### src/rtl/smb_pkg.sv
// constants, types and register map of the submessage builder
// assumes a byte stream sink and a classic wishbone master outside
`default_nettype none
package smb_pkg;
   // submessage kinds
   localparam logic [7:0] KIND_PAD = 8'h01;
   localparam logic [7:0] KIND_DATA = 8'h02;
   localparam logic [7:0] KIND_NOKEY_DATA = 8'h03;
   localparam logic [7:0] KIND_ACKNACK = 8'h06;
   localparam logic [7:0] KIND_HEARTBEAT = 8'h07;
   localparam logic [7:0] KIND_GAP = 8'h08;
   localparam logic [7:0] KIND_INFO_TS = 8'h09;
   localparam logic [7:0] KIND_INFO_SRC = 8'h0c;
   localparam logic [7:0] KIND_INFO_REPLY_IP4 = 8'h0d;
   localparam logic [7:0] KIND_INFO_DST = 8'h0e;
   localparam logic [7:0] KIND_INFO_REPLY = 8'h0f;
   localparam logic [7:0] KIND_DATA_FRAG = 8'h10;
   localparam logic [7:0] KIND_NOKEY_DATA_FRAG = 8'h11;
   localparam logic [7:0] KIND_NACK_FRAG = 8'h12;
   localparam logic [7:0] KIND_HEARTBEAT_FRAG = 8'h13;
   localparam logic [7:0] KIND_VENDOR_FIRST = 8'h80;
   // flag masks
   localparam logic [7:0] FLAG_ENDIAN = 8'h01;
   localparam logic [7:0] FLAG_FINAL = 8'h02;
   localparam logic [7:0] FLAG_QOS = 8'h02;
   localparam logic [7:0] FLAG_DATA = 8'h04;
   // register byte offsets
   localparam logic [5:0] REG_CTRL = 6'h00;
   localparam logic [5:0] REG_STATUS = 6'h04;
   localparam logic [5:0] REG_READER = 6'h08;
   localparam logic [5:0] REG_WRITER = 6'h0c;
   localparam logic [5:0] REG_COUNT = 6'h10;
   localparam logic [5:0] REG_IPADDR = 6'h14;
   localparam logic [5:0] REG_IPPORT = 6'h18;
   localparam logic [5:0] REG_PAY0 = 6'h20;
   localparam int PAY_WORDS = 8;
   localparam logic [3:0] PAY_MAX = 4'h8;
   localparam logic [31:0] RST_WORD = 32'h0000_0000;
   localparam logic [3:0] HDR_WORD = 4'h0;
   // control register layout
   typedef struct packed {
      logic start;
      logic [14:0] rsv;
      logic [3:0] nWords;
      logic zeroLen;
      logic flagB;
      logic flagA;
      logic little;
      logic [7:0] kind;
   } smb_ctrl_t;
   typedef struct packed {
      logic [7:0] data;
      logic last;
   } smb_tx_t;
   typedef enum logic [1:0] {
      ST_IDLE = 2'b00,
      ST_SEND = 2'b01,
      ST_DRAIN = 2'b10
   } smb_state_t;
endpackage
`default_nettype wire

### src/rtl/smb_submsg_builder.sv
// submessage builder: assembles one submessage and streams it out bytewise
// assumes a wishbone classic master and a valid/ready byte sink
// Operation
// - four-octet header: kind, flags, 16-bit length
// - data kinds 0x02, 0x03, 0x10, 0x11
// - reliability kinds 0x06, 0x07, 0x08, 0x12, 0x13
// - info kinds 0x01, 0x09, 0x0c..0x0f
// - flag bit 0 selects byte order
// - unused flags sent zero, ignored received
// - acknack: reader, writer, set state, count
// - acknack flag 0x02 marks final
// - keyless data flag 0x02: inline qos present
// - keyless data flag 0x04: payload present
// - ipv4 locator: address word then port word
// - header layouts fixed in major version 2
//
// The register offsets and the Wishbone register port were left to the implementer.
`timescale 1ns/1ps
`default_nettype none
module smb_submsg_builder import smb_pkg::*; (
   // clock and reset
   input wire logic mclk,
   input wire logic rst_n,
   // wishbone slave
   input wire logic wb_cyc_i,
   input wire logic wb_stb_i,
   input wire logic wb_we_i,
   input wire logic [5:0] wb_adr_i,
   input wire logic [3:0] wb_sel_i,
   input wire logic [31:0] wb_dat_i,
   output logic [31:0] wb_dat_o,
   output logic wb_ack_o,
   // byte stream toward the transport
   output logic [7:0] txData,
   output logic txLast,
   output logic txValid,
   input wire logic txReady
);
   function automatic logic [31:0] cdr(input logic [31:0] v,
                                       input logic le);
      return le ? {v[7:0], v[15:8], v[23:16], v[31:24]} : v;
   endfunction

   function automatic logic [31:0] merge(input logic [31:0] old,
                                         input logic [31:0] nw,
                                         input logic [3:0] sel);
      logic [31:0] r;
      r = old;
      for (int i = 0; i < 4; i++) begin
         if (sel[i]) begin
            r[8*i +: 8] = nw[8*i +: 8];
         end
      end
      return r;
   endfunction

   smb_ctrl_t ctrl_reg;
   smb_state_t state_reg;
   smb_tx_t tx_reg;
   logic [31:0] readerId_reg, writerId_reg, count_reg;
   logic [31:0] ipAddr_reg, ipPort_reg;
   logic [31:0] pay_reg [0:PAY_WORDS-1];
   logic [31:0] rdat_reg, rdMux, curWord;
   logic done_reg, ack_reg, txValid_reg;
   logic [3:0] wIdx_reg;
   logic [1:0] bIdx_reg;

   // bus decode
   wire busReq = wb_cyc_i & wb_stb_i & ~ack_reg;
   wire idle = (state_reg == ST_IDLE);
   // frame contents are frozen while a submessage is on its way
   wire wrOk = busReq & wb_we_i & idle;
   wire wrCtrl = wrOk & (wb_adr_i == REG_CTRL);
   wire wrStatus = busReq & wb_we_i & (wb_adr_i == REG_STATUS);
   wire wrPay = wrOk & wb_adr_i[5];
   wire [2:0] wrPayIdx = wb_adr_i[4:2];
   wire startReq = wrCtrl & wb_sel_i[3] & wb_dat_i[31];
   wire doneClr = wrStatus & wb_sel_i[0] & wb_dat_i[1];

   // kind decode
   wire [7:0] kind = ctrl_reg.kind;
   wire little = ctrl_reg.little;
   wire isVendor = (kind >= KIND_VENDOR_FIRST);
   wire isAck = (kind == KIND_ACKNACK);
   wire isNoKey = (kind == KIND_NOKEY_DATA);
   wire isNoKeyFrag = (kind == KIND_NOKEY_DATA_FRAG);
   wire isIp4 = (kind == KIND_INFO_REPLY_IP4);
   wire hasIds = isAck | isNoKey;
   wire [3:0] nW = (ctrl_reg.nWords > PAY_MAX) ? PAY_MAX : ctrl_reg.nWords;
   // a zero-length pad or timestamp must not carry a body
   wire noBody = ctrl_reg.zeroLen &
                 (kind == KIND_PAD || kind == KIND_INFO_TS);
   // index of the final word; word 0 is the header
   wire [3:0] lastIdx = noBody ? HDR_WORD :
                        isIp4 ? 4'h2 :
                        isAck ? 4'(4'h3 + nW) :
                        isNoKey ? 4'(4'h2 + nW) : nW;
   // zero length lets the sink run to message end
   wire [15:0] len16 = ctrl_reg.zeroLen ? 16'h0000 :
                       {10'h000, lastIdx, 2'h0};
   wire [15:0] lenWire = little ? {len16[7:0], len16[15:8]} : len16;
   // only flags that the kind defines are sent; the rest stay zero
   wire [7:0] flagAck = ctrl_reg.flagA ? FLAG_FINAL : 8'h00;
   wire [7:0] flagQos = ctrl_reg.flagA ? FLAG_QOS : 8'h00;
   wire [7:0] flagDat = ctrl_reg.flagB ? FLAG_DATA : 8'h00;
   wire [7:0] flagsOut = (little ? FLAG_ENDIAN : 8'h00) |
                         (isAck ? flagAck : 8'h00) |
                         (isNoKey ? (flagQos | flagDat) : 8'h00) |
                         (isNoKeyFrag ? flagQos : 8'h00);
   wire [3:0] payBase = hasIds ? 4'h3 : 4'h1;
   wire [3:0] payOff = 4'(wIdx_reg - payBase);
   wire [2:0] payIdx = payOff[2:0];

   always_comb begin
      curWord = cdr(pay_reg[payIdx], little);
      if (wIdx_reg == HDR_WORD) begin
         curWord = {kind, flagsOut, lenWire};
      end else if (isIp4 && wIdx_reg == 4'h1) begin
         curWord = cdr(ipAddr_reg, little);
      end else if (isIp4) begin
         curWord = cdr(ipPort_reg, little);
      end else if (hasIds && wIdx_reg == 4'h1) begin
         curWord = readerId_reg;
      end else if (hasIds && wIdx_reg == 4'h2) begin
         curWord = writerId_reg;
      end else if (isAck && wIdx_reg == lastIdx) begin
         curWord = cdr(count_reg, little);
      end
   end

   // first byte on the wire is the top byte of the word
   wire [4:0] sh = {~bIdx_reg, 3'h0};
   wire [31:0] shifted = curWord >> sh;
   wire slot = ~txValid_reg | txReady;
   wire emit = (state_reg == ST_SEND) & slot;
   wire lastByte = (wIdx_reg == lastIdx) & (bIdx_reg == 2'h3);
   wire doneEvt = (state_reg == ST_DRAIN) & txReady;

   always_comb begin
      rdMux = RST_WORD;
      if (wb_adr_i == REG_CTRL) begin
         rdMux = ctrl_reg;
      end else if (wb_adr_i == REG_STATUS) begin
         rdMux = {20'h00000, lastIdx, 6'h00, done_reg, ~idle};
      end else if (wb_adr_i == REG_READER) begin
         rdMux = readerId_reg;
      end else if (wb_adr_i == REG_WRITER) begin
         rdMux = writerId_reg;
      end else if (wb_adr_i == REG_COUNT) begin
         rdMux = count_reg;
      end else if (wb_adr_i == REG_IPADDR) begin
         rdMux = ipAddr_reg;
      end else if (wb_adr_i == REG_IPPORT) begin
         rdMux = ipPort_reg;
      end else if (wb_adr_i[5]) begin
         rdMux = pay_reg[wb_adr_i[4:2]];
      end
   end

   always_ff @(posedge mclk or negedge rst_n) begin
      if (!rst_n) begin
         ack_reg <= 1'b0;
         rdat_reg <= RST_WORD;
      end else begin
         ack_reg <= busReq;
         if (busReq) begin
            rdat_reg <= rdMux;
         end
      end
   end

   always_ff @(posedge mclk or negedge rst_n) begin
      if (!rst_n) begin
         ctrl_reg <= RST_WORD;
         readerId_reg <= RST_WORD;
         writerId_reg <= RST_WORD;
         count_reg <= RST_WORD;
         ipAddr_reg <= RST_WORD;
         ipPort_reg <= RST_WORD;
      end else begin
         if (wrCtrl) begin
            ctrl_reg <= merge(ctrl_reg, wb_dat_i & 32'h0000_ffff, wb_sel_i);
         end
         if (wrOk & (wb_adr_i == REG_READER)) begin
            readerId_reg <= merge(readerId_reg, wb_dat_i, wb_sel_i);
         end
         if (wrOk & (wb_adr_i == REG_WRITER)) begin
            writerId_reg <= merge(writerId_reg, wb_dat_i, wb_sel_i);
         end
         if (wrOk & (wb_adr_i == REG_COUNT)) begin
            count_reg <= merge(count_reg, wb_dat_i, wb_sel_i);
         end
         if (wrOk & (wb_adr_i == REG_IPADDR)) begin
            ipAddr_reg <= merge(ipAddr_reg, wb_dat_i, wb_sel_i);
         end
         if (wrOk & (wb_adr_i == REG_IPPORT)) begin
            ipPort_reg <= merge(ipPort_reg, wb_dat_i, wb_sel_i);
         end
      end
   end

   always_ff @(posedge mclk or negedge rst_n) begin
      if (!rst_n) begin
         for (int i = 0; i < PAY_WORDS; i++) begin
            pay_reg[i] <= RST_WORD;
         end
      end else if (wrPay) begin
         pay_reg[wrPayIdx] <= merge(pay_reg[wrPayIdx], wb_dat_i, wb_sel_i);
      end
   end

   // sequencer
   always_ff @(posedge mclk or negedge rst_n) begin
      if (!rst_n) begin
         state_reg <= ST_IDLE;
         wIdx_reg <= HDR_WORD;
         bIdx_reg <= 2'h0;
      end else begin
         case (state_reg)
            ST_IDLE: begin
               if (startReq) begin
                  state_reg <= ST_SEND;
                  wIdx_reg <= HDR_WORD;
                  bIdx_reg <= 2'h0;
               end
            end
            ST_SEND: begin
               if (slot) begin
                  bIdx_reg <= 2'(bIdx_reg + 2'h1);
                  if (bIdx_reg == 2'h3) begin
                     wIdx_reg <= 4'(wIdx_reg + 4'h1);
                  end
                  if (lastByte) begin
                     state_reg <= ST_DRAIN;
                  end
               end
            end
            ST_DRAIN: begin
               if (txReady) begin
                  state_reg <= ST_IDLE;
               end
            end
            default: begin
               state_reg <= ST_IDLE;
            end
         endcase
      end
   end

   always_ff @(posedge mclk or negedge rst_n) begin
      if (!rst_n) begin
         tx_reg <= '0;
         txValid_reg <= 1'b0;
         done_reg <= 1'b0;
      end else begin
         if (emit) begin
            tx_reg <= '{data: shifted[7:0], last: lastByte};
            txValid_reg <= 1'b1;
         end else if (txReady) begin
            txValid_reg <= 1'b0;
         end
         // a completion in the clearing cycle is kept
         done_reg <= doneEvt | (done_reg & ~doneClr);
      end
   end

   assign wb_ack_o = ack_reg;
   assign wb_dat_o = rdat_reg;
   assign txData = tx_reg.data;
   assign txLast = tx_reg.last;
   assign txValid = txValid_reg;
endmodule // smb_submsg_builder
`default_nettype wire

### config.mk
export PLATFORM = sky130hd
export DESIGN_NAME = smb_submsg_builder
export DESIGN_NICKNAME = d
export VERILOG_FILES = /design/src/rtl/smb_pkg.sv /design/src/rtl/smb_submsg_builder.sv
export SDC_FILE = /design/constraint.sdc
export NUM_CORES = 1
export LEC_CHECK = 0
export ABC_CLOCK_PERIOD_IN_PS = 4900
export BUFFER_PORTS_ARGS = -buffer_cell sky130_fd_sc_hd__clkbuf_2
export CORE_ASPECT_RATIO = 2
export CORE_MARGIN = 5
export CORE_UTILIZATION = 50
export DETAILED_ROUTE_END_ITERATION = 16
export PLACE_DENSITY = 0.66
export SYNTH_ARGS = -nofsm -noshare
export SYNTH_HDL_FRONTEND = slang
export SYNTH_SLANG_ARGS = --single-unit
### constraint.sdc
create_clock -name mclk -period 4.9 [get_ports mclk]
set_clock_uncertainty 0.15 [all_clocks]
set_input_delay 0.98 -clock mclk [delete_from_list [all_inputs] [get_ports mclk]]
set_output_delay 0.98 -clock mclk [all_outputs]
set_load 0.005 [all_outputs]
# --- Yosys cells after proc, flatten, opt, wreduce, memory -nomap -nowiden ---
# Cells that the tools add are included.
totals:
  reg_bits: 484
  input_bits: 48
  word_cells: 210
classes:
  n_addsub: 5
  magnitude_cmp: 4
  eq_ne: 23
  n_shift: 1
  n_mux: 63
  n_bitwise: 35
  n_reduce_logical: 36
ops:
  columns: ["cell", "n"]
  rows:
  - ["$mux W32", 23]
  - ["$bwmux W256", 1]
  - ["$bmux W32 S3", 2]
  - ["$demux W32 S3", 1]
  - ["$mux W8", 8]
  - ["$reduce_and A2 Y1", 22]
  - ["$mux W4", 8]
  - ["$shr A32 B5 Y8", 1]
  - ["$and A1 B1 Y1", 21]
  - ["$mux W2", 10]
  - ["$eq A6 B5 Y1 const B", 3]
  - ["$eq A8 B4 Y1 const B", 2]
  - ["$mux W14", 1]
  - ["$eq A6 B4 Y1 const B", 2]
  - ["$add A2 B4 Y4 const A", 2]
  - ["$eq A8 B1 Y1 const B", 1]
  - ["$eq A8 B2 Y1 const B", 1]
  - ["$eq A8 B3 Y1 const B", 1]
  - ["$eq A8 B5 Y1 const B", 1]
  - ["$ge A4 B4 Y1 const B", 2]
  - ["$not A3 Y4", 2]
  - ["$pmux W4 S2", 1]
  - ["$reduce_and A4 Y1", 2]
  - ["$eq A6 B3 Y1 const B", 1]
  - ["30 further kinds", 48]

# --- Depth between registers and ports, before layout ---
# Gate-level depths: netlist of the first run.
logic_depth:
  depth_word: 16
  mapped_depth: 18
  ltp_nobuf: 13

# --- Worst setup path before layout of the first run ---
# No wires, ideal clock.
synth_path:
  kind: "reg-to-reg"
  from: "register wIdx_reg[0]"
  to: "register tx_reg (netlist bit txData[5])"
  setup_ps: 119
  arrival_ps: 4955
  required_time_ps: 4631
  slack_ps: -323
  path_stages_with_launch: 15
  path_buffers: 6
  synth_period_minus_slack_ps: 5223
  cell_sequence: "dfrtp_1 > clkbuf_1 > buf_1 > clkbuf_1 > inv_1 > fa_1 > clkbuf_1 > clkbuf_1 > buf_1 > mux4_2 > mux2_2 > mux4_2 > a222oi_1 > nor3_1 > o21a_1"
synth_via:
  elab_chain_cells: 13
  word_cells_on_any_way: 21
  cone_classes: "add/sub (1); eq/ne (3); shift (1); mux (10); bitwise (1); reduce/logical (5)"
synth_rtl:
  columns: ["item", "line", "text"]
  rows:
  - ["start, declared", "smb_submsg_builder.sv:65", "logic [3:0] wIdx_reg;"]
  - ["start signal, assigned", "smb_submsg_builder.sv:231", "wIdx_reg <= 4'(wIdx_reg + 4'h1);"]
  - ["$sub A3 B2 Y3", "smb_submsg_builder.sv:111", "wire [3:0] payOff = 4'(wIdx_reg - payBase);"]
  - ["$not A3 Y4 (implied by the code)", "smb_submsg_builder.sv:115", "curWord = cdr(pay_reg[payIdx], little);"]
  - ["$bmux W32 S3", "smb_submsg_builder.sv:115", null]
  - ["$mux W32 (implied by the code) (2 in a row)", "smb_submsg_builder.sv:115", null]
  - ["$mux W32", "smb_submsg_builder.sv:41", "return le ? {v[7:0], v[15:8], v[23:16], v[31:24]} : v;"]
  - ["$mux W32", "smb_submsg_builder.sv:126", "end else if (isAck && wIdx_reg == lastIdx) begin"]
  - ["$mux W32", "smb_submsg_builder.sv:124", "end else if (hasIds && wIdx_reg == 4'h2) begin"]
  - ["$mux W32", "smb_submsg_builder.sv:122", "end else if (hasIds && wIdx_reg == 4'h1) begin"]
  - ["$mux W32", "smb_submsg_builder.sv:120", "end else if (isIp4) begin"]
  - ["$mux W32", "smb_submsg_builder.sv:118", "end else if (isIp4 && wIdx_reg == 4'h1) begin"]
  - ["$mux W32 (*)", "smb_submsg_builder.sv:116", "if (wIdx_reg == HDR_WORD) begin"]
  - ["$shr A32 B5 Y8 (*)", "smb_submsg_builder.sv:133", "wire [31:0] shifted = curWord >> sh;"]
  - ["end signal, assigned", "smb_submsg_builder.sv:257", "tx_reg <= '{data: shifted[7:0], last: lastByte};"]
  - ["end, declared", "smb_submsg_builder.sv:59", "smb_tx_t tx_reg;"]
# Every way passes the cells marked *; elsewhere a longest branch is shown, timed or not. The select of a mux whose other input is x is not followed.
# A chain may end at the register's enable or synchronous reset.

# --- Worst setup path after layout of the first run ---
layout_path:
  from: "register ctrl_reg (netlist bit kind[5])"
  to: "register tx_reg (netlist bit txData[0])"
layout_via:
  elab_chain_cells: 16
  word_cells_on_any_way: 38
  cone_classes: "add/sub (1); eq/ne (7); shift (1); mux (18); bitwise (6); reduce/logical (5)"
layout_rtl:
  columns: ["item", "line", "text"]
  rows:
  - ["start, declared", "smb_submsg_builder.sv:57", "smb_ctrl_t ctrl_reg;"]
  - ["start signal, assigned", "smb_submsg_builder.sv:182", "ctrl_reg <= merge(ctrl_reg, wb_dat_i & 32'h0000_ffff, wb_sel_i);"]
  - ["$eq A8 B3 Y1 or $eq A8 B2 Y1 (tied branches)", "smb_submsg_builder.sv:84, smb_submsg_builder.sv:85", null]
  - ["$or A1 B1 Y1", "smb_submsg_builder.sv:88", "wire hasIds = isAck | isNoKey;"]
  - ["$mux W2", "smb_submsg_builder.sv:110", "wire [3:0] payBase = hasIds ? 4'h3 : 4'h1;"]
  - ["$sub A3 B2 Y3", "smb_submsg_builder.sv:111", null]
  - ["$not A3 Y4 (implied by the code)", "smb_submsg_builder.sv:115", null]
  - ["$bmux W32 S3", "smb_submsg_builder.sv:115", null]
  - ["$mux W32 (implied by the code) (2 in a row)", "smb_submsg_builder.sv:115", null]
  - ["$mux W32", "smb_submsg_builder.sv:41", null]
  - ["$mux W32", "smb_submsg_builder.sv:126", null]
  - ["$mux W32", "smb_submsg_builder.sv:124", null]
  - ["$mux W32", "smb_submsg_builder.sv:122", null]
  - ["$mux W32", "smb_submsg_builder.sv:120", null]
  - ["$mux W32", "smb_submsg_builder.sv:118", null]
  - ["$mux W32 (*)", "smb_submsg_builder.sv:116", null]
  - ["$shr A32 B5 Y8 (*)", "smb_submsg_builder.sv:133", null]
# Marks and branches as above.

==> flow_metrics.env, run 1 <==
export IMPL_first_global_vias=20900
export IMPL_fillCellCount=4512
export IMPL_path_clk_slew_ps=70
export IMPL_setup_total_negative_slack_ps=0
export IMPL_largest_register_ff_count=256
export IMPL_timing_critical_path_arrival_ps=4710
export IMPL_first_pass_iters=6
export IMPL_route_antenna_remaining_nets=0
export IMPL_power_density_mw_per_mm2=335
export IMPL_drt_wirelength_per_cell_um=34.8
export IMPL_cp_common_cell="sky130_fd_sc_hd__mux4_2"
export IMPL_run_status="finished, final reports clean"
export IMPL_critical_path_source="kind[5]"
export IMPL_cts_hold_buf=0
export IMPL_synth_edff_count=0
export IMPL_worst_slew_pin_transition_ps=1350
export IMPL_vias_post_dr=21200
export IMPL_asyncSetResetFlopFracSynth_pct=100
export IMPL_end_kind="flop"
export IMPL_path_buf_inv=2
export IMPL_static_leakage_power_nw=12.8
export IMPL_critical_path_slowest_cell="sky130_fd_sc_hd__or4_4"
export IMPL_layout_worst_path_cycle_share_pct=89.7
export IMPL_grt_antenna_before_repair=3
export IMPL_multi_input_area_mm2=0.0136
export IMPL_power_share_combinational_pct=16.8
export IMPL_core_mm2=0.0524
export IMPL_max_freq_mhz=227
export IMPL_htree_num_levels=2
export IMPL_area_growth_pct=10.8
export IMPL_grt_pass1_wl_um=152000
export IMPL_avgViaCountPerCell=6.94
export IMPL_report_power_total_mw=9.78
export IMPL_power_internal_mw=6.94
export IMPL_die_width_um=172
export IMPL_min_path_type="in -> async"
export IMPL_clock_root_buffer="sky130_fd_sc_hd__clkbuf_16"
export IMPL_cts_sink_count=484
export IMPL_initial_core_util_pct=50.3
export IMPL_crit_path_cell_count=10
export IMPL_remaining_drc_errors=0
export IMPL_route_final_wire_length_um=106000
export IMPL_cts_buffer_depth=3
export IMPL_portBuffers=90
export IMPL_postCtsResizedCells=0
export IMPL_ys_ff_latch=484
export IMPL_num_rows=119
export IMPL_ir_drop_uv=507
export IMPL_timing_rr_start="kind[5]"
export IMPL_synth_cell_types=82
export IMPL_tritoncts="yes"
export IMPL_post_route_min_period_ps=4400
export IMPL_reg2reg_setup_slack_ps=500
export IMPL_worstSkewPairLatency_ps=600
export IMPL_overflow=0
export IMPL_synthesis_area_per_instance_um2=11.4
export IMPL_reg2regPathDepth=10
export IMPL_post_cts_setup_buffer_count=0
export IMPL_final_layout_size_suffix_gt1_share_pct=28.3
export IMPL_worst_slew_margin_rel_pct=7.50
export IMPL_timing_critical_path_from_type="flop"
export IMPL_drt_iter0_markers=2343
export IMPL_synthesis_yosys_warnings=0
export IMPL_portion_of_the_post_synthesis_area_used_by_sequential_elements_pct=45.9
export IMPL_share_of_power_burned_in_the_clock_network_pct=37.2
export IMPL_grt_setup_unrepaired="no"
export IMPL_syn_inst=2313
export IMPL_mappedNetlistNets=2369
export IMPL_detailedPlacementHpwl_um=75900
export IMPL_final_net_count=2410
export IMPL_power_switching_mw=2.84
export IMPL_critical_path_cell_chain="or4_4 -> nor3_1 -> buf_4 -> fa_2 -> buf_12 -> mux4_2 -> mux2_2 -> mux4_2 -> o31a_1 -> or4_1"
export IMPL_placer_s_final_routability_congestion_estimate=1.06
export IMPL_die_area_mm2=0.0577
export IMPL_grt_start_max_net_pins=125
export IMPL_grtUsageTotal_pct=36.9
export IMPL_insertedDiodeCount=0
export IMPL_sequential_cell_area_mm2=0.0121
export IMPL_cp_endpoint="txData[0]"
export IMPL_worst_slack_on_hold_paths_ps=300
export IMPL_cts_made_buffers=44
export IMPL_setup_violations_final=0
export IMPL_drv_cap=0
export IMPL_ys_dominant_reg_cell="sky130_fd_sc_hd__dfrtp_1"
export IMPL_crit_path_max_fanout=64
export IMPL_crit_type="reg -> reg"
export IMPL_r2r_end="txData[0]"
export IMPL_slowest_delay_ps=620
export IMPL_worst_path_required_time_ps=5210
export IMPL_path_delay_family="simple AND/OR/NAND/NOR gates"
export IMPL_hold_violations=0
export IMPL_synthesis_area_mm2=0.0264
export IMPL_floorplan_io_pins=91
export IMPL_final_max_slew_viol_count=0
export IMPL_seq_power_share_pct=46.0
export IMPL_fp_dieH_um=335
export IMPL_netSwitchingFraction_pct=29.0
cells by family (layout without fill, tap and decap cells):
| family | count (synthesis) | count (layout) | synth area share (%) |
|---|---|---|---|
| fa+ha+maj | 8 | 8 | 0.408 |
| flops | 484 | 484 | 45.9 |
| compound gates | 573 | 573 | 13.7 |
| buf+inv | 184 | 256 | 2.79 |
| simple gates | 566 | 566 | 9.20 |
| xor+xnor | 7 | 7 | 0.232 |
| mux | 491 | 491 | 27.7 |
cells in the mapped netlist (8+ instances only):
library cell               number  share of area, %
sky130_fd_sc_hd__a221oi_1      13              0.43
sky130_fd_sc_hd__a31oi_1       23              0.55
sky130_fd_sc_hd__a21o_1        17              0.48
sky130_fd_sc_hd__nand3_1       10              0.19
sky130_fd_sc_hd__o22ai_1       13              0.31
sky130_fd_sc_hd__a21oi_1       35              0.66
sky130_fd_sc_hd__mux2_2       237                10
sky130_fd_sc_hd__dfrtp_1      484                46
sky130_fd_sc_hd__a22o_1        29              0.96
sky130_fd_sc_hd__nor3_1        21              0.40
sky130_fd_sc_hd__a22oi_1       40               1.1
sky130_fd_sc_hd__o21ai_0      302               5.7
sky130_fd_sc_hd__nor2_1        90               1.3
sky130_fd_sc_hd__a221o_1       13              0.49
sky130_fd_sc_hd__nor4_1         8              0.19
sky130_fd_sc_hd__mux4_2       168                14
sky130_fd_sc_hd__mux2i_1       86               3.3
sky130_fd_sc_hd__inv_1         14              0.20
sky130_fd_sc_hd__buf_1         26              0.37
sky130_fd_sc_hd__o221ai_1      14              0.46
sky130_fd_sc_hd__clkbuf_1     131               1.9
sky130_fd_sc_hd__nand2b_1      15              0.36
sky130_fd_sc_hd__nand2_1      366               5.2
cells in the final DEF, fill, tap and decap left out, types with 14 or more instances in the layout:
cell and instances:
sky130_fd_sc_hd__dfrtp_1 482, sky130_fd_sc_hd__a21o_1 17, sky130_fd_sc_hd__mux2i_1 86, sky130_fd_sc_hd__o221ai_1 14
sky130_fd_sc_hd__clkbuf_2 87, sky130_fd_sc_hd__nor2_1 88, sky130_fd_sc_hd__buf_4 64, sky130_fd_sc_hd__a22o_1 29
sky130_fd_sc_hd__nor3_1 21, sky130_fd_sc_hd__mux2_2 237, sky130_fd_sc_hd__clkbuf_16 45, sky130_fd_sc_hd__nand2_1 361
sky130_fd_sc_hd__o21ai_0 302, sky130_fd_sc_hd__a21oi_1 35, sky130_fd_sc_hd__a22oi_1 40, sky130_fd_sc_hd__nand2b_1 15
sky130_fd_sc_hd__a31oi_1 23, sky130_fd_sc_hd__mux4_2 168, sky130_fd_sc_hd__inv_1 14
layer usage:
layer | part of all wire (%) | wire (µm) | up-vias | track usage [%]
met1 | 32 | 34400 | 10800 | 41.1
li1 | - | - | 8736 | -
met3 | 7.9 | 8400 | 391 | 7.55
met5 | 0.010 | 11 | - | 0
met4 | 13 | 13200 | 2 | 32.8
met2 | 47 | 49900 | 1207 | 58.5
power groups by stage:
stage / Clock [mW] / Sequential (mW) / Combinational (mW)
after floorplan: 0 / 4.44 / 0.982
after global placement: 0 / 4.54 / 1.60
after detailed placement: 0 / 4.56 / 1.62
after CTS: 3.68 / 4.49 / 1.63
after global routing: 3.82 / 4.51 / 1.75
final: 3.64 / 4.50 / 1.64
area by class of cell:
class                           count  share of cell area (%)
Clock buffer                       60                    4.35
Clock inverter                     17                   0.685
Inverter                           16                   0.206
Multi-Input combinational cell   1645                    46.5
Sequential cell                   484                    41.5
Tap cell                          665                    2.85
Timing Repair Buffer              163                    3.91
metrics by stage:
stage | instances | worst slack [ps] | utilization [%] | instance area, µm²
finish | 3050 | 504 | 55.8 | 29200
global route | 3050 | 311 | 55.8 | 29200
CTS | 3050 | 545 | 55.8 | 29200
detailed placement | 2973 | 567 | 52.9 | 27700
global placement | 2973 | 566 | 52.9 | 27700
floorplan | 2313 | 82.6 | - | 26400
worst register-to-register path: stages (launching register included):
cell	delay [ps]
sky130_fd_sc_hd__dfrtp_1	440
sky130_fd_sc_hd__or4_4	620
sky130_fd_sc_hd__nor3_1	200
sky130_fd_sc_hd__buf_4	180
sky130_fd_sc_hd__fa_2	470
sky130_fd_sc_hd__buf_12	250
sky130_fd_sc_hd__mux4_2	380
sky130_fd_sc_hd__mux2_2	360
sky130_fd_sc_hd__mux4_2	470
sky130_fd_sc_hd__o31a_1	240
sky130_fd_sc_hd__or4_1	500
how the worst min path moves through the flow:
stage,startpoint,end
detailed placement,wb_dat_o[23],wb_dat_o[23]
CTS,wb_dat_o[29],wb_dat_o[29]
global placement,wb_dat_o[27],wb_dat_o[27]
global route,wb_dat_o[29],wb_dat_o[29]
finish,rst_n,pay_reg[163]
floorplan,pay_reg[223],pay_reg[223]
(Power assumes the default switching activity.)
==> run 2, diff against run 1 <==
--- a/config.mk
+++ b/config.mk
@@ -11,6 +11,7 @@
 export CORE_MARGIN = 5
 export CORE_UTILIZATION = 50
 export DETAILED_ROUTE_END_ITERATION = 16
+export MAX_ROUTING_LAYER = met4
 export PLACE_DENSITY = 0.66
 export SYNTH_ARGS = -nofsm -noshare
 export SYNTH_HDL_FRONTEND = slang
==> run 2 against run 1 <==
- power shrank 0.75%
- combinational power is 2% higher
- core utilization increased by 0.053 points
- critical path type unchanged
- largest power group unchanged
==> flow_metrics.env, run 2 (same netlist as run 1, synthesis figures left out) <==
export IMPL_drt_wirelength_per_cell_um=34.5
export IMPL_detailedPlacementHpwl_um=76500
export IMPL_critical_path_slowest_cell="sky130_fd_sc_hd__or4_4"
export IMPL_floorplan_io_pins=91
export IMPL_grtUsageTotal_pct=37.8
export IMPL_report_power_total_mw=9.70
export IMPL_core_mm2=0.0524
export IMPL_stdcell_area_mm2=0.0292
export IMPL_worst_slack_on_hold_paths_ps=287
export IMPL_tritoncts="yes"
export IMPL_cts_buffer_depth=3
export IMPL_wl_met3_um=7480
export IMPL_num_rows=119
export IMPL_worstSkewPairLatency_ps=580
export IMPL_final_net_count=2420
export IMPL_path_delay_family="simple AND/OR/NAND/NOR gates"
export IMPL_path_buf_inv=2
export IMPL_placer_s_final_routability_congestion_estimate=1.06
export IMPL_overflow=0
export IMPL_route_antenna_remaining_nets=0
export IMPL_clock_root_buffer="sky130_fd_sc_hd__clkbuf_16"
export IMPL_area_growth_pct=10.9
export IMPL_end_kind="flop"
export IMPL_avgViaCountPerCell=6.87
export IMPL_timing_rr_start="kind[5]"
export IMPL_setup_total_negative_slack_ps=0
export IMPL_slowest_delay_ps=620
export IMPL_post_cts_setup_buffer_count=0
export IMPL_cts_sink_count=484
export IMPL_fillCellCount=4462
export IMPL_layout_worst_path_cycle_share_pct=93.3
export IMPL_fp_dieH_um=335
export IMPL_hold_violations=0
export IMPL_vias_post_dr=21000
export IMPL_timing_critical_path_from_type="flop"
export IMPL_wl_met1_um=34700
export IMPL_first_pass_iters=6
export IMPL_final_layout_size_suffix_gt1_share_pct=28.5
export IMPL_top_signal_layer_used="met4"
export IMPL_first_global_vias=21000
export IMPL_drv_cap=0
export IMPL_cp_common_cell="sky130_fd_sc_hd__mux4_2"
export IMPL_grt_setup_unrepaired="no"
export IMPL_run_status="finished, final reports clean"
export IMPL_timing_critical_path_arrival_ps=4880
export IMPL_min_path_type="in -> async"
export IMPL_dr_wl_met2_um=51400
export IMPL_critical_path_source="kind[5]"
export IMPL_worst_slew_margin_rel_pct=26.2
export IMPL_critical_path_cell_chain="or4_4 -> nor3_1 -> buf_4 -> fa_2 -> buf_12 -> mux4_2 -> mux2_2 -> mux4_2 -> o21ai_0 -> nor4_1 -> or3_1"
export IMPL_drt_iter0_markers=2449
export IMPL_post_route_min_period_ps=4570
export IMPL_initial_core_util_pct=50.3
export IMPL_cts_hold_buf=0
export IMPL_route_final_wire_length_um=106000
export IMPL_worst_slew_pin_transition_ps=1110
export IMPL_setup_violations_final=0
export IMPL_path_clk_slew_ps=70
export IMPL_layout_commonest_cell="sky130_fd_sc_hd__dfrtp_1"
export IMPL_dpl_cell_area_mm2=0.0278
export IMPL_largest_register_ff_count=256
export IMPL_static_leakage_power_nw=12.8
export IMPL_most_common_layout_cells="sky130_fd_sc_hd__dfrtp_1, sky130_fd_sc_hd__nand2_1, sky130_fd_sc_hd__o21ai_0"
export IMPL_htree_num_levels=2
export IMPL_grt_antenna_before_repair=2
export IMPL_die_width_um=172
export IMPL_crit_path_max_fanout=38
export IMPL_cts_made_buffers=45
export IMPL_max_freq_mhz=219
export IMPL_ir_drop_uv=383
export IMPL_grt_start_max_net_pins=102
export IMPL_grt_pass1_wl_um=152000
export IMPL_postCtsResizedCells=0
export IMPL_remaining_drc_errors=0
export IMPL_final_max_slew_viol_count=0
export IMPL_crit_type="reg -> reg"
export IMPL_power_density_mw_per_mm2=332
export IMPL_worst_path_required_time_ps=5210
export IMPL_die_area_mm2=0.0577
export IMPL_portBuffers=90
run 2: cell count changes in the layout (fill, tap and decap cells not counted):
cell / delta
sky130_fd_sc_hd__clkinv_8: +1
sky130_fd_sc_hd__clkbuf_8: +2
sky130_fd_sc_hd__diode_2: +3
sky130_fd_sc_hd__buf_12: -1
sky130_fd_sc_hd__inv_6: -3
sky130_fd_sc_hd__clkinv_2: -2
sky130_fd_sc_hd__clkbuf_16: +1
sky130_fd_sc_hd__buf_4: +10
sky130_fd_sc_hd__bufinv_16: -3
sky130_fd_sc_hd__clkinvlp_4: +1
sky130_fd_sc_hd__clkbuf_1: +4
run 2: layout make-up:
class	instances	area, µm²	area share [%]
Multi-Input combinational cell	1645	13600	46.5
Sequential cell	484	12100	41.4
Clock buffer	67	1340	4.58
Timing Repair Buffer	172	1200	4.09
Tap cell	665	832	2.84
Clock inverter	11	97.6	0.334
Inverter	16	60.1	0.205
Antenna cell	3	7.51	0.0257
run 2: per-layer routing:
layer  up-vias  track usage [%]
met5         -                -
met4         0             31.1
met3       354             6.53
met2      1156             59.1
met1     10700             41.7
li1       8773                -
run 2: path summary, 6_finish.rpt:
kind                                 to  slack, ps  cells after the start
min                         pay_reg[75]        290                      1
min reg2reg                wb_dat_o[30]        330                      1
max in group asynchronous  pay_reg[187]       3270                      2
min in group mclk          wb_dat_o[30]        330                      1
max                           txData[1]        330                     11
max reg2reg                   txData[1]        330                     11
run 2: stage by stage:
| step | cells | util, % | setup slack (ps) |
|---|---|---|---|
| floorplan | 2313 | - | 82.6 |
| global placement | 2982 | 53.0 | 385 |
| detailed placement | 2982 | 53.0 | 375 |
| CTS | 3060 | 55.8 | 353 |
| global route | 3062 | 55.8 | 133 |
| finish | 3063 | 55.8 | 328 |
run 2: report_power, final:
part	total, mW	internal [mW]	switching (mW)
registers	4.50	4.24	0.268
clock network	3.52	1.94	1.58
logic	1.68	0.683	0.993
run 2: worst reg2reg max path: stages, from the launching register on:
cell                      delay [ps]
sky130_fd_sc_hd__dfrtp_1         460
sky130_fd_sc_hd__or4_4           620
sky130_fd_sc_hd__nor3_1          210
sky130_fd_sc_hd__buf_4           190
sky130_fd_sc_hd__fa_2            610
sky130_fd_sc_hd__buf_12          280
sky130_fd_sc_hd__mux4_2          310
sky130_fd_sc_hd__mux2_2          330
sky130_fd_sc_hd__mux4_2          480
sky130_fd_sc_hd__o21ai_0         400
sky130_fd_sc_hd__nor4_1           90
sky130_fd_sc_hd__or3_1           310
